--- src/hw/ballast_seq_pkg.sv ---
// Constants, types and state layout of the lamp ballast start-up sequencer
// Notes on behaviour
// - Eight ordered phases, current phase is visible
// - Lockout flag rising enters filament-check hysteresis
// - Wait 80 us after start, check bus
// - Bus out of corridor blocks until lockout
// - Power-up enables inverter at start frequency
// - Power factor stage follows after 300 us
// - Bus above 95 percent within 80 ms
// - Soft start: 15 steps of 650 us
// - Hold preheat frequency for programmed time
// - Ignition sweep: 127 steps of 324 us
// - Ignition sense flag freezes the sweep
// - Ignition over 237 ms latches fault
// - Pre-run lasts 625 ms, then run
// - Run mode enables full fault monitoring
// - Defective filament keeps sequencer in monitoring
// - Restart sense above threshold: low filament open
// - No lamp sense sink: higher restart source
// - Preheat time quantised into 127 steps
// - Latched fault keeps gates off until cleared
package ballast_seq_pkg;

  localparam int unsigned CLK_MHZ = 10;
  localparam int FREQ_W = 16;
  localparam int TIMER_W = 26;
  localparam int STEP_W = 7;
  localparam int PFC_W = 12;

  localparam int unsigned SENSE_US = 80;
  localparam int unsigned PFC_DELAY_US = 300;
  localparam int unsigned BUS95_MS = 80;
  localparam int unsigned SOFT_STEP_US = 650;
  localparam int unsigned PREHEAT_MAX_MS = 2500;
  localparam int unsigned IGN_STEP_US = 324;
  localparam int unsigned IGN_MAX_MS = 237;
  localparam int unsigned PRERUN_MS = 625;

  localparam int unsigned SOFT_STEPS = 15;
  localparam int unsigned IGN_STEPS = 127;
  localparam int unsigned PREHEAT_STEPS = 127;

  localparam int unsigned SENSE_CYC = SENSE_US * CLK_MHZ;
  localparam int unsigned PFC_CYC = PFC_DELAY_US * CLK_MHZ;
  localparam int unsigned BUS95_CYC = BUS95_MS * CLK_MHZ * 1000;
  localparam int unsigned SOFT_STEP_CYC = SOFT_STEP_US * CLK_MHZ;
  localparam int unsigned PREHEAT_STEP_CYC =
    PREHEAT_MAX_MS * CLK_MHZ * 1000 / PREHEAT_STEPS;
  localparam int unsigned IGN_STEP_CYC = IGN_STEP_US * CLK_MHZ;
  localparam int unsigned IGN_MAX_CYC = IGN_MAX_MS * CLK_MHZ * 1000;
  localparam int unsigned PRERUN_CYC = PRERUN_MS * CLK_MHZ * 1000;

  // Flag vector bit positions
  localparam int FLAG_W = 11;
  localparam int F_LOCKOUT = 0;
  localparam int F_START = 1;
  localparam int F_BUS_MIN = 2;
  localparam int F_BUS_MAX = 3;
  localparam int F_BUS_95 = 4;
  localparam int F_RES_HIGH = 5;
  localparam int F_LVS_A = 6;
  localparam int F_LVS_B = 7;
  localparam int F_IGN_SENSE = 8;
  localparam int F_IGNITED = 9;
  localparam int F_REMOVED = 10;

  typedef enum logic [2:0] {
    PH_LOCKOUT = 3'h0,
    PH_HYST = 3'h1,
    PH_BUS = 3'h3,
    PH_SOFT = 3'h2,
    PH_PREHEAT = 3'h6,
    PH_IGN = 3'h7,
    PH_PRERUN = 3'h5,
    PH_RUN = 3'h4
  } phase_type;

  typedef struct packed {
    logic [FREQ_W-1:0] start;
    logic [FREQ_W-1:0] preheat;
    logic [FREQ_W-1:0] run;
    logic [STEP_W-1:0] preheat_time;
  } freq_cfg_type;

  typedef struct packed {
    logic inverter_en;
    logic power_factor_stage_en;
    logic ignition_ctrl_en;
    logic fault_monitor_en;
    logic restart_source_high;
    logic low_filament_open;
    logic high_filament_open;
    logic fault;
  } drive_type;

  typedef struct packed {
    logic [FLAG_W-1:0] sync1;
    logic [FLAG_W-1:0] sync2;
    phase_type phase;
    logic fault;
    logic blocked;
    logic frozen;
    logic inv_en;
    logic pfc_en;
    logic [PFC_W-1:0] pfc_cnt;
    logic [FREQ_W-1:0] freq;
    logic [TIMER_W-1:0] timer;
    logic [TIMER_W-1:0] phase_timer;
    logic [STEP_W-1:0] step;
  } state_type;

  localparam state_type ST_RESET = '0;

endpackage

--- src/hw/ballast_seq.sv ---
// Start-up phase sequencer of the fluorescent lamp ballast controller
`timescale 1ns/1ps
`default_nettype none
module ballast_seq #(
  parameter logic [ballast_seq_pkg::TIMER_W-1:0] T_BUS95 =
    ballast_seq_pkg::TIMER_W'(ballast_seq_pkg::BUS95_CYC),
  parameter logic [ballast_seq_pkg::TIMER_W-1:0] T_SOFT_STEP =
    ballast_seq_pkg::TIMER_W'(ballast_seq_pkg::SOFT_STEP_CYC),
  parameter logic [ballast_seq_pkg::TIMER_W-1:0] T_PREHEAT_STEP =
    ballast_seq_pkg::TIMER_W'(ballast_seq_pkg::PREHEAT_STEP_CYC),
  parameter logic [ballast_seq_pkg::TIMER_W-1:0] T_IGN_MAX =
    ballast_seq_pkg::TIMER_W'(ballast_seq_pkg::IGN_MAX_CYC),
  parameter logic [ballast_seq_pkg::TIMER_W-1:0] T_PRERUN =
    ballast_seq_pkg::TIMER_W'(ballast_seq_pkg::PRERUN_CYC)
) (
  // Clock and reset
  input wire logic i_clk_sys,
  input wire logic i_rst_n,
  // Comparator flags from the power stage
  input wire logic [ballast_seq_pkg::FLAG_W-1:0] i_flags,
  // Frequency and preheat configuration words
  input wire ballast_seq_pkg::freq_cfg_type i_cfg,
  // Sequencer outputs
  output ballast_seq_pkg::phase_type o_phase,
  output logic [ballast_seq_pkg::FREQ_W-1:0] o_freq_set,
  output ballast_seq_pkg::drive_type o_drive
);
  import ballast_seq_pkg::*;

  state_type st;
  state_type next_st;
  logic [FLAG_W-1:0] f;
  logic fil_ok;
  logic bus_ok;
  logic [FREQ_W-1:0] delta_soft;
  logic [FREQ_W-1:0] delta_ign;
  logic [STEP_W-1:0] step_inc;

  localparam logic [TIMER_W-1:0] T_SENSE = TIMER_W'(SENSE_CYC);
  localparam logic [PFC_W-1:0] T_PFC = PFC_W'(PFC_CYC);
  localparam logic [TIMER_W-1:0] T_IGN_STEP = TIMER_W'(IGN_STEP_CYC);
  localparam logic [STEP_W-1:0] SOFT_LAST = STEP_W'(SOFT_STEPS);
  localparam logic [STEP_W-1:0] IGN_LAST = STEP_W'(IGN_STEPS);

  assign f = st.sync2;
  // Low side open above restart threshold, high side open with no sink
  assign fil_ok = !f[F_RES_HIGH] && (f[F_LVS_A] || f[F_LVS_B]);
  assign bus_ok = f[F_BUS_MIN] && !f[F_BUS_MAX];
  assign step_inc = st.step + 1'b1;
  assign delta_soft = (i_cfg.start > i_cfg.preheat) ?
    FREQ_W'((i_cfg.start - i_cfg.preheat) / SOFT_STEPS) : '0;
  assign delta_ign = (i_cfg.preheat > i_cfg.run) ?
    FREQ_W'((i_cfg.preheat - i_cfg.run) / IGN_STEPS) : '0;

  always_comb begin
    next_st = st;
    next_st.sync1 = i_flags;
    next_st.sync2 = st.sync1;
    next_st.timer = st.timer + 1'b1;
    next_st.phase_timer = st.phase_timer + 1'b1;
    // Power factor stage follows the inverter after a fixed delay
    if (st.inv_en && !st.pfc_en) begin
      if (st.pfc_cnt == T_PFC - 1'b1) begin
        next_st.pfc_en = 1'b1;
      end else begin
        next_st.pfc_cnt = st.pfc_cnt + 1'b1;
      end
    end
    if (st.fault) begin
      // Gates stay off until a lamp removal or a supply lockout clears the fault
      next_st.inv_en = 1'b0;
      next_st.pfc_en = 1'b0;
      next_st.pfc_cnt = '0;
      if (f[F_REMOVED]) begin
        next_st.fault = 1'b0;
        next_st.phase = PH_HYST;
        next_st.timer = '0;
        next_st.blocked = 1'b0;
      end
    end else begin
      unique case (st.phase)
        PH_LOCKOUT: begin
          next_st.timer = '0;
          if (f[F_LOCKOUT]) begin
            next_st.phase = PH_HYST;
          end
        end
        PH_HYST: begin
          // Sensing delay restarts while filaments or supply are not ready
          if (!f[F_START] || !fil_ok || st.blocked) begin
            next_st.timer = '0;
          end else if (st.timer == T_SENSE - 1'b1) begin
            if (bus_ok) begin
              next_st.phase = PH_BUS;
              next_st.inv_en = 1'b1;
              next_st.freq = i_cfg.start;
              next_st.timer = '0;
              next_st.phase_timer = '0;
            end else begin
              next_st.blocked = 1'b1;
            end
          end
        end
        PH_BUS: begin
          if (f[F_BUS_95]) begin
            next_st.phase = PH_SOFT;
            next_st.timer = '0;
            next_st.step = '0;
          end else if (st.phase_timer == T_BUS95 - 1'b1) begin
            next_st.fault = 1'b1;
            next_st.inv_en = 1'b0;
            next_st.pfc_en = 1'b0;
          end
        end
        PH_SOFT: begin
          if (st.timer == T_SOFT_STEP - 1'b1) begin
            next_st.timer = '0;
            next_st.step = step_inc;
            if (step_inc == SOFT_LAST) begin
              next_st.freq = i_cfg.preheat;
              next_st.phase = PH_PREHEAT;
              next_st.step = '0;
            end else begin
              next_st.freq = i_cfg.start -
                FREQ_W'(delta_soft * step_inc);
            end
          end
        end
        PH_PREHEAT: begin
          if (st.step == i_cfg.preheat_time) begin
            next_st.phase = PH_IGN;
            next_st.timer = '0;
            next_st.phase_timer = '0;
            next_st.step = '0;
            next_st.frozen = 1'b0;
          end else if (st.timer == T_PREHEAT_STEP - 1'b1) begin
            next_st.timer = '0;
            next_st.step = step_inc;
          end
        end
        PH_IGN: begin
          if (f[F_IGNITED]) begin
            next_st.phase = PH_PRERUN;
            next_st.timer = '0;
          end else if (st.phase_timer == T_IGN_MAX - 1'b1) begin
            next_st.fault = 1'b1;
            next_st.inv_en = 1'b0;
            next_st.pfc_en = 1'b0;
          end else if (f[F_IGN_SENSE] || st.frozen) begin
            next_st.frozen = 1'b1;
          end else if (st.step != IGN_LAST &&
                       st.timer == T_IGN_STEP - 1'b1) begin
            next_st.timer = '0;
            next_st.step = step_inc;
            if (step_inc == IGN_LAST) begin
              next_st.freq = i_cfg.run;
            end else begin
              next_st.freq = i_cfg.preheat -
                FREQ_W'(delta_ign * step_inc);
            end
          end
        end
        PH_PRERUN: begin
          if (st.timer == T_PRERUN - 1'b1) begin
            next_st.phase = PH_RUN;
          end
        end
        PH_RUN: begin
          next_st.timer = '0;
        end
      endcase
    end
    // Supply below lockout wins over everything else
    if (!f[F_LOCKOUT]) begin
      next_st = ST_RESET;
      next_st.sync1 = i_flags;
      next_st.sync2 = st.sync1;
    end
  end

  always_ff @(posedge i_clk_sys) begin
    if (!i_rst_n) begin
      st <= ST_RESET;
    end else begin
      st <= next_st;
    end
  end

  assign o_phase = st.phase;
  assign o_freq_set = st.freq;
  always_comb begin
    o_drive.inverter_en = st.inv_en;
    o_drive.power_factor_stage_en = st.pfc_en;
    o_drive.ignition_ctrl_en = (st.phase == PH_IGN) && !st.fault;
    o_drive.fault_monitor_en = (st.phase == PH_RUN) && !st.fault;
    o_drive.restart_source_high = !(f[F_LVS_A] || f[F_LVS_B]);
    o_drive.low_filament_open = f[F_RES_HIGH];
    o_drive.high_filament_open = !(f[F_LVS_A] || f[F_LVS_B]);
    o_drive.fault = st.fault;
  end

  lockout_return_a: assert property (@(posedge i_clk_sys)
    disable iff (!i_rst_n)
    !f[F_LOCKOUT] |=> st.phase == PH_LOCKOUT && !st.inv_en && !st.pfc_en)
    else $error("lockout did not clear sequencer");

  fault_gates_a: assert property (@(posedge i_clk_sys)
    disable iff (!i_rst_n)
    st.fault |-> !o_drive.inverter_en && !o_drive.power_factor_stage_en)
    else $error("gates on during latched fault");

  power_up_a: assert property (@(posedge i_clk_sys)
    disable iff (!i_rst_n)
    $rose(st.inv_en) |-> st.freq == $past(i_cfg.start) &&
      $past(fil_ok) && $past(bus_ok) && st.phase == PH_BUS)
    else $error("bad inverter start");

  pfc_delay_a: assert property (@(posedge i_clk_sys)
    disable iff (!i_rst_n)
    $rose(st.pfc_en) |-> $past(st.pfc_cnt) == T_PFC - 1'b1 && st.inv_en)
    else $error("power factor stage enabled at wrong time");

  soft_step_a: assert property (@(posedge i_clk_sys)
    disable iff (!i_rst_n)
    st.phase == PH_SOFT && st.timer != T_SOFT_STEP - 1'b1 &&
      f[F_LOCKOUT] |=> $stable(st.freq))
    else $error("soft start setpoint changed between steps");

  soft_end_a: assert property (@(posedge i_clk_sys)
    disable iff (!i_rst_n)
    st.phase == PH_PREHEAT && $past(st.phase) == PH_SOFT |->
      st.freq == $past(i_cfg.preheat) && $past(st.step) == SOFT_LAST - 1'b1)
    else $error("soft start ended off the preheat setpoint");

  ign_freeze_a: assert property (@(posedge i_clk_sys)
    disable iff (!i_rst_n)
    st.phase == PH_IGN && st.frozen && f[F_LOCKOUT] |=> $stable(st.freq))
    else $error("ignition sweep not frozen");

  ign_timeout_a: assert property (@(posedge i_clk_sys)
    disable iff (!i_rst_n)
    st.phase == PH_IGN && !st.fault && f[F_LOCKOUT] && !f[F_IGNITED] &&
      st.phase_timer == T_IGN_MAX - 1'b1 |=> st.fault && !st.inv_en)
    else $error("ignition timeout missed");

  prerun_len_a: assert property (@(posedge i_clk_sys)
    disable iff (!i_rst_n)
    st.phase == PH_RUN && $past(st.phase) == PH_PRERUN |->
      $past(st.timer) == T_PRERUN - 1'b1)
    else $error("pre-run length wrong");

  bus_block_a: assert property (@(posedge i_clk_sys)
    disable iff (!i_rst_n)
    st.blocked && f[F_LOCKOUT] |=> st.blocked && !st.inv_en)
    else $error("blocked start released early");

  filament_hold_a: assert property (@(posedge i_clk_sys)
    disable iff (!i_rst_n)
    st.phase == PH_HYST && !fil_ok |=> st.phase != PH_BUS)
    else $error("power up with defective filament");

  hyst_entry_a: assert property (@(posedge i_clk_sys)
    disable iff (!i_rst_n)
    st.phase == PH_LOCKOUT && f[F_LOCKOUT] |=> st.phase == PH_HYST)
    else $error("supply flag did not start filament checks");

  sense_delay_a: assert property (@(posedge i_clk_sys)
    disable iff (!i_rst_n)
    $rose(st.inv_en) |->
      $past(st.timer) == T_SENSE - 1'b1 && $past(st.phase) == PH_HYST)
    else $error("power up before the sensing delay");

  bus_sample_a: assert property (@(posedge i_clk_sys)
    disable iff (!i_rst_n)
    st.phase == PH_HYST && f[F_LOCKOUT] && f[F_START] && fil_ok &&
      !st.blocked && !bus_ok && st.timer == T_SENSE - 1'b1 |=>
      st.blocked && !st.inv_en)
    else $error("start not blocked with bus out of corridor");

  soft_entry_a: assert property (@(posedge i_clk_sys)
    disable iff (!i_rst_n)
    st.phase == PH_BUS && !st.fault && f[F_LOCKOUT] && f[F_BUS_95] |=>
      st.phase == PH_SOFT)
    else $error("bus level did not start soft start");

  soft_drop_a: assert property (@(posedge i_clk_sys)
    disable iff (!i_rst_n)
    st.phase == PH_SOFT && $past(st.phase) == PH_SOFT &&
      $changed(st.freq) |-> st.freq == $past(st.freq) - $past(delta_soft))
    else $error("soft start step size wrong");

  soft_pace_a: assert property (@(posedge i_clk_sys)
    disable iff (!i_rst_n)
    st.phase == PH_SOFT && $changed(st.freq) |->
      $past(st.timer) == T_SOFT_STEP - 1'b1)
    else $error("soft start setpoint moved off a step boundary");

  preheat_hold_a: assert property (@(posedge i_clk_sys)
    disable iff (!i_rst_n)
    st.phase == PH_PREHEAT && f[F_LOCKOUT] |=> $stable(st.freq))
    else $error("setpoint moved during preheat");

  preheat_step_a: assert property (@(posedge i_clk_sys)
    disable iff (!i_rst_n)
    st.phase == PH_PREHEAT && $past(st.phase) == PH_PREHEAT &&
      $changed(st.step) |-> $past(st.timer) == T_PREHEAT_STEP - 1'b1 &&
      st.step == $past(st.step) + 1'b1)
    else $error("preheat time quantum wrong");

  preheat_end_a: assert property (@(posedge i_clk_sys)
    disable iff (!i_rst_n)
    st.phase == PH_PREHEAT && f[F_LOCKOUT] &&
      st.step == i_cfg.preheat_time |=> st.phase == PH_IGN)
    else $error("preheat did not end at programmed time");

  ign_drop_a: assert property (@(posedge i_clk_sys)
    disable iff (!i_rst_n)
    st.phase == PH_IGN && $changed(st.freq) && st.step != IGN_LAST |->
      st.freq == $past(st.freq) - $past(delta_ign))
    else $error("ignition step size wrong");

  ign_pace_a: assert property (@(posedge i_clk_sys)
    disable iff (!i_rst_n)
    st.phase == PH_IGN && $changed(st.freq) |->
      $past(st.timer) == T_IGN_STEP - 1'b1)
    else $error("ignition setpoint moved off a step boundary");

  prerun_entry_a: assert property (@(posedge i_clk_sys)
    disable iff (!i_rst_n)
    st.phase == PH_IGN && !st.fault && f[F_LOCKOUT] && f[F_IGNITED] |=>
      st.phase == PH_PRERUN && st.inv_en)
    else $error("ignition did not lead to pre-run");

  fault_hold_a: assert property (@(posedge i_clk_sys)
    disable iff (!i_rst_n)
    st.fault && f[F_LOCKOUT] && !f[F_REMOVED] |=> st.fault)
    else $error("latched fault released without cause");

  fault_clear_a: assert property (@(posedge i_clk_sys)
    disable iff (!i_rst_n)
    st.fault && f[F_LOCKOUT] && f[F_REMOVED] |=>
      !st.fault && st.phase == PH_HYST && !st.inv_en)
    else $error("lamp removal did not clear the fault");

  phase_order_a: assert property (@(posedge i_clk_sys)
    disable iff (!i_rst_n)
    $changed(st.phase) && st.phase != PH_LOCKOUT && st.phase != PH_HYST |->
      ($past(st.phase) == PH_HYST && st.phase == PH_BUS) ||
      ($past(st.phase) == PH_BUS && st.phase == PH_SOFT) ||
      ($past(st.phase) == PH_SOFT && st.phase == PH_PREHEAT) ||
      ($past(st.phase) == PH_PREHEAT && st.phase == PH_IGN) ||
      ($past(st.phase) == PH_IGN && st.phase == PH_PRERUN) ||
      ($past(st.phase) == PH_PRERUN && st.phase == PH_RUN))
    else $error("phase skipped or out of order");

  lockout_clear_a: assert property (@(posedge i_clk_sys)
    disable iff (!i_rst_n)
    !f[F_LOCKOUT] |=> st.timer == '0 && st.phase_timer == '0 &&
      st.freq == '0 && !st.fault && !st.blocked)
    else $error("lockout left timers or setpoint behind");

endmodule
`default_nettype wire

--- config.mk ---
export PLATFORM = sky130hd
export DESIGN_NAME = ballast_seq
export DESIGN_NICKNAME = d
export VERILOG_FILES = /design/src/hw/ballast_seq_pkg.sv /design/src/hw/ballast_seq.sv
export SDC_FILE = /design/constraint.sdc
export NUM_CORES = 1
export LEC_CHECK = 0
export BUFFER_PORTS_ARGS = -buffer_cell sky130_fd_sc_hd__buf_4
export CAP_MARGIN = 20
export CORE_ASPECT_RATIO = 1.75
export CORE_MARGIN = 2
export CORE_UTILIZATION = 45
export DETAILED_ROUTE_END_ITERATION = 10
export HOLD_SLACK_MARGIN = 0.15
export PLACE_DENSITY = 0.68
export SLEW_MARGIN = 20
export SYNTH_ARGS = -nofsm -noshare
export SYNTH_HDL_FRONTEND = slang
export SYNTH_SLANG_ARGS = --single-unit
--- constraint.sdc ---
create_clock -name i_clk_sys -period 17.5 [get_ports i_clk_sys]
set_input_delay 0.875 -clock i_clk_sys [delete_from_list [all_inputs] [get_ports i_clk_sys]]
set_output_delay 0.875 -clock i_clk_sys [all_outputs]
set_load 0.1 [all_outputs]
==> summary.txt, run 1 <==
Outcome
  – Outcome: complete, but fails checks
  – Failing checks: setup timing

Critical path
  – Critical-path maximum fanout: 6
  – R2r endpoint: o_freq_set[15]
  – Worst Path Required: 17800 ps
  – Critical path's slowest cell: or4_4
  – Worst reg2reg path depth: 28
  – RR Startpoint: st[0]
  – Worst Setup Start Kind: primary input
  – Setup crit end kind: flop
  – Crit-path max cell delay: 600 ps
  – WS Path Type: primary input to flop
  – R2R setup slack: 9700 ps
  – WP data arrival: 17900 ps

Drt
  – WL per Instance: 19.11 um
  – Routed Antenna Nets: 0
  – DRC: 0
  – Vias post-DR: 20950
  – DRT iter0 DRCs: 1162
  – Final WL: 67.92 mm
  – Via/cell ratio: 5.894
  – First-pass iteration count of the detailed router: 8

Synthesis
  – Synth cell types: 135
  – Simple-Gate Fraction of Synth Area: 27.94%
  – Mux cell area share after synthesis: 1.696%
  – Netlist Area Pre-Place: 19330 um^2
  – Ys async rst share: 0%
  – Largest family of logic cells by synthesized area: simple AND/OR/NAND/NOR gates
  – XOR/XNOR share of the synthesized area: 9.198%
  – Cells after synthesis: 2536
  – Synthesized area per cell: 7.622 um^2
  – Register area share after synthesis: 12.12%
  – Primary FF master, synth: dfxtp_1
  – Seq cells post-synth: 117
  – Post-Synth Adder-Cell Area: 20.69%
  – Synth Area in Compound Gates: 21.67%
  – Post-synth EDFFs: 0
  – Yosys warns: 0

Timing
  – Pins Over Slew Limit: 0
  – Fmax achieved: 56.83 MHz
  – Unrepaired setup endpoints after global routing: true
  – Final Setup Violations: 1
  – Tcrit/Tclk final: 100.6%
  – Final worst setup slack: -97.00 ps
  – Slew HR: 21.77%
  – Final hold violation count: 0
  – Final min period: 17600 ps
  – Worst Max-Slew Pin Slew: 1168 ps
  – Clock Skew: 17.46 ps

Power and ir drop
  – Peak supply drop: 0.0001662 V
  – Tot Pwr: 5.064 mW
  – Pwr Density: 199.5 nW/um^2
  – LEAKAGE: 10.41 nW

Place
  – GP Congestion: 0.9616
  – Post-DP Area: 23240 um^2
  – Port Buffers: 94
  – Post-DP HPWL: 54.35 mm
  – Placed insts: 3470

GRT
  – Total grt overflow: 0
  – Vias in the first global route: 21420
  – Global-route wire length before repair: 105.6 mm
  – GRT Util Overall: 29.36%
  – Pin count of the biggest net entering global routing: 31
  – Initial antenna violation count: 0

Layout
  – Most frequent cells in the layout: buf_4 (505), nor2_1 (317), nand2_1 (248)
  – Cell area after layout: 25380 um^2
  – Share of layout cells above drive strength 1: 27.93%
  – Final #Nets: 3280
  – Number of diodes: 0
  – Commonest non-fill, non-tap cell in the layout: buf_4
  – Synth-to-layout area growth: 31.29%
  – Fill cell count: 3746
  – Fin cells: 3554

Min path
  – Worst Hold Class: flop to flop
  – Hold depth: 1
  – Hold path start: st[107]
  – Hold path endpoint: f[1]

CTS
  – Clk slew on worst S/H paths: 60 ps
  – Htree depth: 4
  – Clock root cell: clkbuf_16
  – CTS Buffer Depth: 2
  – # hold bufs at CTS: 0
  – CTS tree: yes
  – Clock buffer count from CTS: 17
  – Worst-skew pair later-pin latency: 440 ps
  – Clock Sinks: 117

Floorplan
  – Core Region: 42420 um^2
  – Die area: 44690 um^2
  – Die Height: 278.2 um
  – Chip Width: 160.7 um
  – Ports: 95
  – Starting Density: 45.57%
  – Rows: 100

Job
  – Max Cap Violations: 0
-- synthesized netlist by cell type (all sizes together), types with 8 or more instances --
cell | instances | area (um^2)
nand4 | 40 | 256.5
xor2 | 66 | 578.1
inv | 200 | 750.7
maj3 | 9 | 90.09
o31ai | 15 | 145.1
o21a | 13 | 97.59
nor2b | 13 | 81.33
fa | 134 | 2683
a211o | 8 | 70.07
or3 | 34 | 217.7
nand2b | 32 | 207.7
a211oi | 23 | 192.7
nand3 | 74 | 370.4
o211a | 11 | 110.1
nand2 | 254 | 958.4
buf | 43 | 286.5
a21boi | 13 | 105.1
o211ai | 24 | 214.0
clkbuf | 65 | 244.0
nand4b | 8 | 85.08
a21oi | 157 | 815.8
o22ai | 8 | 63.81
or4 | 13 | 105.1
nor3 | 80 | 440.4
nor3b | 11 | 92.58
o21bai | 25 | 195.2
and2 | 52 | 325.3
or2 | 19 | 118.9
and3 | 37 | 236.5
a2111oi | 12 | 126.4
a21o | 35 | 262.8
o21ai | 80 | 419.2
ha | 98 | 1226
xnor2 | 131 | 1155
dfxtp | 117 | 2342
and4 | 14 | 122.6
o2111ai | 11 | 108.9
nor4 | 29 | 217.7
mux2i | 24 | 256.5
nor4b | 10 | 93.84
nor2 | 335 | 1270
o221ai | 22 | 205.2
a31oi | 21 | 158.9
-- power breakdown --
| part | internal, mW | total (mW) | switching [mW] |
|---|---|---|---|
| combinational | 2.08 | 4.45 | 2.37 |
| clock | 0.201 | 0.348 | 0.147 |
| sequential | 0.269 | 0.270 | 0.00123 |
| total | 2.55 | 5.06 | 2.51 |
-- cell type report --
type | instances | area [um^2] | share of cell area, %
repair buffers | 524 | 4009 | 15.80
clock buffers | 17 | 425.4 | 1.676
clock inverters | 15 | 157.7 | 0.6212
flip-flops and latches | 117 | 2342 | 9.229
multi-input cells | 2119 | 16990 | 66.93
well taps | 561 | 701.9 | 2.766
inverters | 201 | 757.0 | 2.983
-- layer usage --
| layer | GRT usage (%) | up-vias | part of all wire (%) | routed length (um) |
|---|---|---|---|---|
| li1 | - | 9786 | - | - |
| met1 | 27.92 | 10070 | 34 | 23370 |
| met2 | 56.45 | 778 | 53 | 35970 |
| met3 | 3.279 | 313 | 3.9 | 2668 |
| met4 | 22.82 | 0 | 8.7 | 5915 |
| met5 | 0 | - | 0 | 0 |
-- worst max-delay path: cells and delay by family --
kind	cells	cell delay, ps
compound gates	35	6760
xor+xnor	3	460
fa+ha+maj	9	2970
buf+inv	9	1210
mux	1	370
simple gates	22	5200
-- how the worst max path moves through the flow --
stage              start        endpoint  slack (ps)  cells past startpoint
6_report       i_cfg[23]  o_freq_set[15]        -100                     79
5_1_grt        i_cfg[23]  o_freq_set[15]        -710                     84
4_1_cts        i_cfg[23]  o_freq_set[15]           2                     81
3_5_place_dp   i_cfg[23]  o_freq_set[15]       -1090                     74
3_3_place_gp   i_cfg[23]  o_freq_set[15]        -910                     78
2_1_floorplan  i_cfg[23]  o_freq_set[15]           5                     78
-- kinds of logic after synthesis --
family          count (synthesis)
fa+ha+maj                     241
mux                            30
other cells                     2
flops                         117
compound gates                562
buf+inv                       309
simple gates                 1076
xor+xnor                      199
-- registers in the layout, indices dropped and copies added (netlist names) --
| signal | flops |
|---|---|
| f | 11 |
| o_drive | 3 |
| o_freq_set | 16 |
| o_phase | 3 |
| st | 84 |
-- metrics by stage --
step	utilization, %	setup TNS, ps	hold slack [ps]	worst slack [ps]
after floorplan	-	0	411.9	4.828
after global placement	54.79	-3176	413.6	-906.7
after detailed placement	54.79	-4562	417.7	-1093
after CTS	57.35	0	431.1	1.858
after global routing	59.83	-2181	448.5	-712.5
final	59.83	-97.00	429.7	-97.00
-- repair_timing --
| action | in CTS | in global routing |
|---|---|---|
| endpoints found under the hold margin | 0 | 0 |
| setup buffers | 21 | 32 |
| setup endpoints to repair | 6 | 9 |
| resized for setup | 66 | 165 |
| pin swaps | 38 | 89 |
No activity file was read; power rests on OpenSTA's default activity.
==> inputs of run 2 (changes only) <==
==> constraint.sdc (replaced) <==
create_clock -name i_clk_sys -period 15.1 [get_ports i_clk_sys]
set_input_delay 0.755 -clock i_clk_sys [delete_from_list [all_inputs] [get_ports i_clk_sys]]
set_output_delay 0.755 -clock i_clk_sys [all_outputs]
set_load 0.1 [all_outputs]
==> run 2 against run 1 <==
  * The run still ends with setup timing left
  * Register-to-register slack lost 2400 ps
  * Critical path type unchanged
  * Routed wire length grew 0.39%
  * Sequential power grew 16%
  * Highest routed layer unchanged
  * Setup slack lost 1900 ps
  * Critical path depth grew 1
  * Die area is the same
==> summary.txt, run 2 (same netlist as run 1, synthesis figures left out) <==
Floorplan
  – Starting Density: 45.57% (unchanged)
  – Ports: 95 (unchanged)
  – Die area: 44690 um^2 (unchanged)
  – Chip Width: 160.7 um (unchanged)
  – Core Region: 42420 um^2 (unchanged)
  – Die Height: 278.2 um (unchanged)
  – Rows: 100 (unchanged)

Layout
  – Number of diodes: 0 (unchanged)
  – Synth-to-layout area growth: 37.19%
  – Number of flip-flops in the largest register: 84 (unchanged)
  – Share of layout cells above drive strength 1: 31.28% (+3.3 points)
  – Commonest non-fill, non-tap cell in the layout: buf_4
  – Most frequent cells in the layout: buf_4 (624), nor2_1 (315), nand2_1 (247)
  – Final #Nets: 3401 (+3.7%)
  – Top reg by flops: st

Critical path
  – Worst path bufs/invs: 12 (+3)
  – Critical path's slowest cell: or4_4
  – Worst Path Required: 15390 ps (-2410 ps)
  – WP data arrival: 17410 ps (-490 ps)
  – Setup crit end kind: flop
  – Critical-path maximum fanout: 7 (+1)
  – WS Path Type: primary input to flop
  – Most used cell, CP: buf_4
  – CP top delay family: compound AO/OA/AOI/OAI gates
  – Worst Setup Start Kind: primary input
  – Crit-path max cell delay: 590 ps (about the same)

CTS
  – Clock buffer count from CTS: 17 (unchanged)
  – CTS Buffer Depth: 2 (unchanged)
  – Clock root cell: clkbuf_16
  – Clk slew on worst S/H paths: 60 ps (about the same)
  – CTS tree: yes
  – Worst-skew pair later-pin latency: 430 ps (about the same)
  – Clock Sinks: 117 (unchanged)
  – Htree depth: 4 (unchanged)

Place
  – GP Congestion: 0.9359 (-2.7%)
  – Port Buffers: 94 (unchanged)
  – Post-DP HPWL: 55.28 mm (+1.7%)

GRT
  – GRT Util Overall: 30.18% (+0.83 points)
  – Global routing's busiest layer: met2
  – Initial antenna violation count: 0 (unchanged)
  – Pin count of the biggest net entering global routing: 31 (unchanged)
  – Vias in the first global route: 22050 (+2.9%)
  – Total grt overflow: 0 (unchanged)
  – GR Util met2: 57.67% (+1.2 points)
  – Global-route wire length before repair: 109.1 mm (+3.4%)
  – Met1 Track Usage GR: 29.20% (+1.3 points)
  – GR Layer Usage met3: 2.727% (-0.55 points)

Drt
  – DRC: 0 (unchanged)
  – First-pass iteration count of the detailed router: 7 (-1)
  – Via/cell ratio: 5.769 (-2.1%)
  – Vias post-DR: 21200 (+1.2%)
  – Routed Antenna Nets: 0 (unchanged)
  – WL per Instance: 18.55 um (-2.9%)
  – DRT iter0 DRCs: 1180 (+1.5%)
  – Final WL: 68.19 mm (+0.39%)

Timing
  – Unrepaired setup endpoints after global routing: true
  – Worst Max-Slew Pin Slew: 1028 ps (-140.1 ps)
  – Final Setup Violations: 13 (+12)
  – Pins Over Slew Limit: 0 (unchanged)
  – Worst hold slack: 426.1 ps (-3.515 ps)
  – Final worst setup slack: -2024 ps (-1927 ps)
  – Clock Skew: 21.00 ps (+3.535 ps)
  – Slew HR: 31.20% (+9.4 points)
  – Fmax achieved: 58.40 MHz
  – Final min period: 17120 ps
  – Tcrit/Tclk final: 113.4%
  – Final hold violation count: 0 (unchanged)

Power and ir drop
  – Peak supply drop: 0.0002307 V (+39%)
  – Tot Pwr: 6.223 mW (+23%)
  – Pwr Density: 234.7 nW/um^2 (+18%)
  – LEAKAGE: 11.05 nW (+6.2%)

Outcome
  – Failing checks: setup timing
  – Outcome: complete, but fails checks

Job
  – Max Cap Violations: 0 (unchanged)

Min path
  – Worst Hold Class: flop to flop
run 2: changes by cell type in the layout (fill, tap and decap cells not counted), sizes merged:
cell and delta:
buf +121, inv -7, clkbuf +4, bufinv +2, clkinvlp +2, clkinv -1
run 2: worst paths after layout:
| check | startpoint | end | slack, ps | cells after the start |
|---|---|---|---|---|
| max | i_cfg[23] | o_freq_set[15] | -2020 | 80 |
| min | st[116] | f[10] | 430 | 1 |
| max reg2reg | st[0] | o_freq_set[15] | 7320 | 28 |
| min reg2reg | st[116] | f[10] | 430 | 1 |
run 2: per-stage QoR:
step                cell area [um^2]  util (%)  setup slack (ps)  std cells  setup TNS, ps
floorplan                      19780         -             2.373       2545              0
global placement               24350     57.40             -2521       3577         -22940
detailed placement             24350     57.40             -2820       3577         -26850
CTS                            26130     61.61             -1764       3659         -13050
global route                   26520     62.52             -2739       3675         -25420
finish                         26520     62.52             -2024       3675         -16350
run 2: final cells by class:
cell class | instances | area (um^2)
clock buffer | 21 | 460.4
clock inverter | 11 | 148.9
fill | 3647 | 15900
inverter | 201 | 757.0
multi-input combinational | 2119 | 17130
sequential | 117 | 2342
tap | 561 | 701.9
timing repair buffer | 645 | 4982
run 2: repair_timing:
| action | CTS | global route |
|---|---|---|
| pin swaps | 105 | 29 |
| hold buffers | 0 | 0 |
| endpoints found under the setup margin | 14 | 16 |
| gates resized for setup | 146 | 46 |
| setup buffers | 51 | 16 |
run 2: routing by layer:
metal | wire length, um | up-vias | part of all wire [%]
met5 | 0 | - | 0
met4 | 6115 | 0 | 9.0
met3 | 2460 | 277 | 3.6
met2 | 36070 | 697 | 53
met1 | 23540 | 10200 | 35
li1 | - | 10020 | -
run 2: where the power goes:
group	switching (mW)	internal [mW]
Clock	0.154	0.269
Combinational	2.78	2.71
Sequential	0.00139	0.312
Total	2.93	3.29
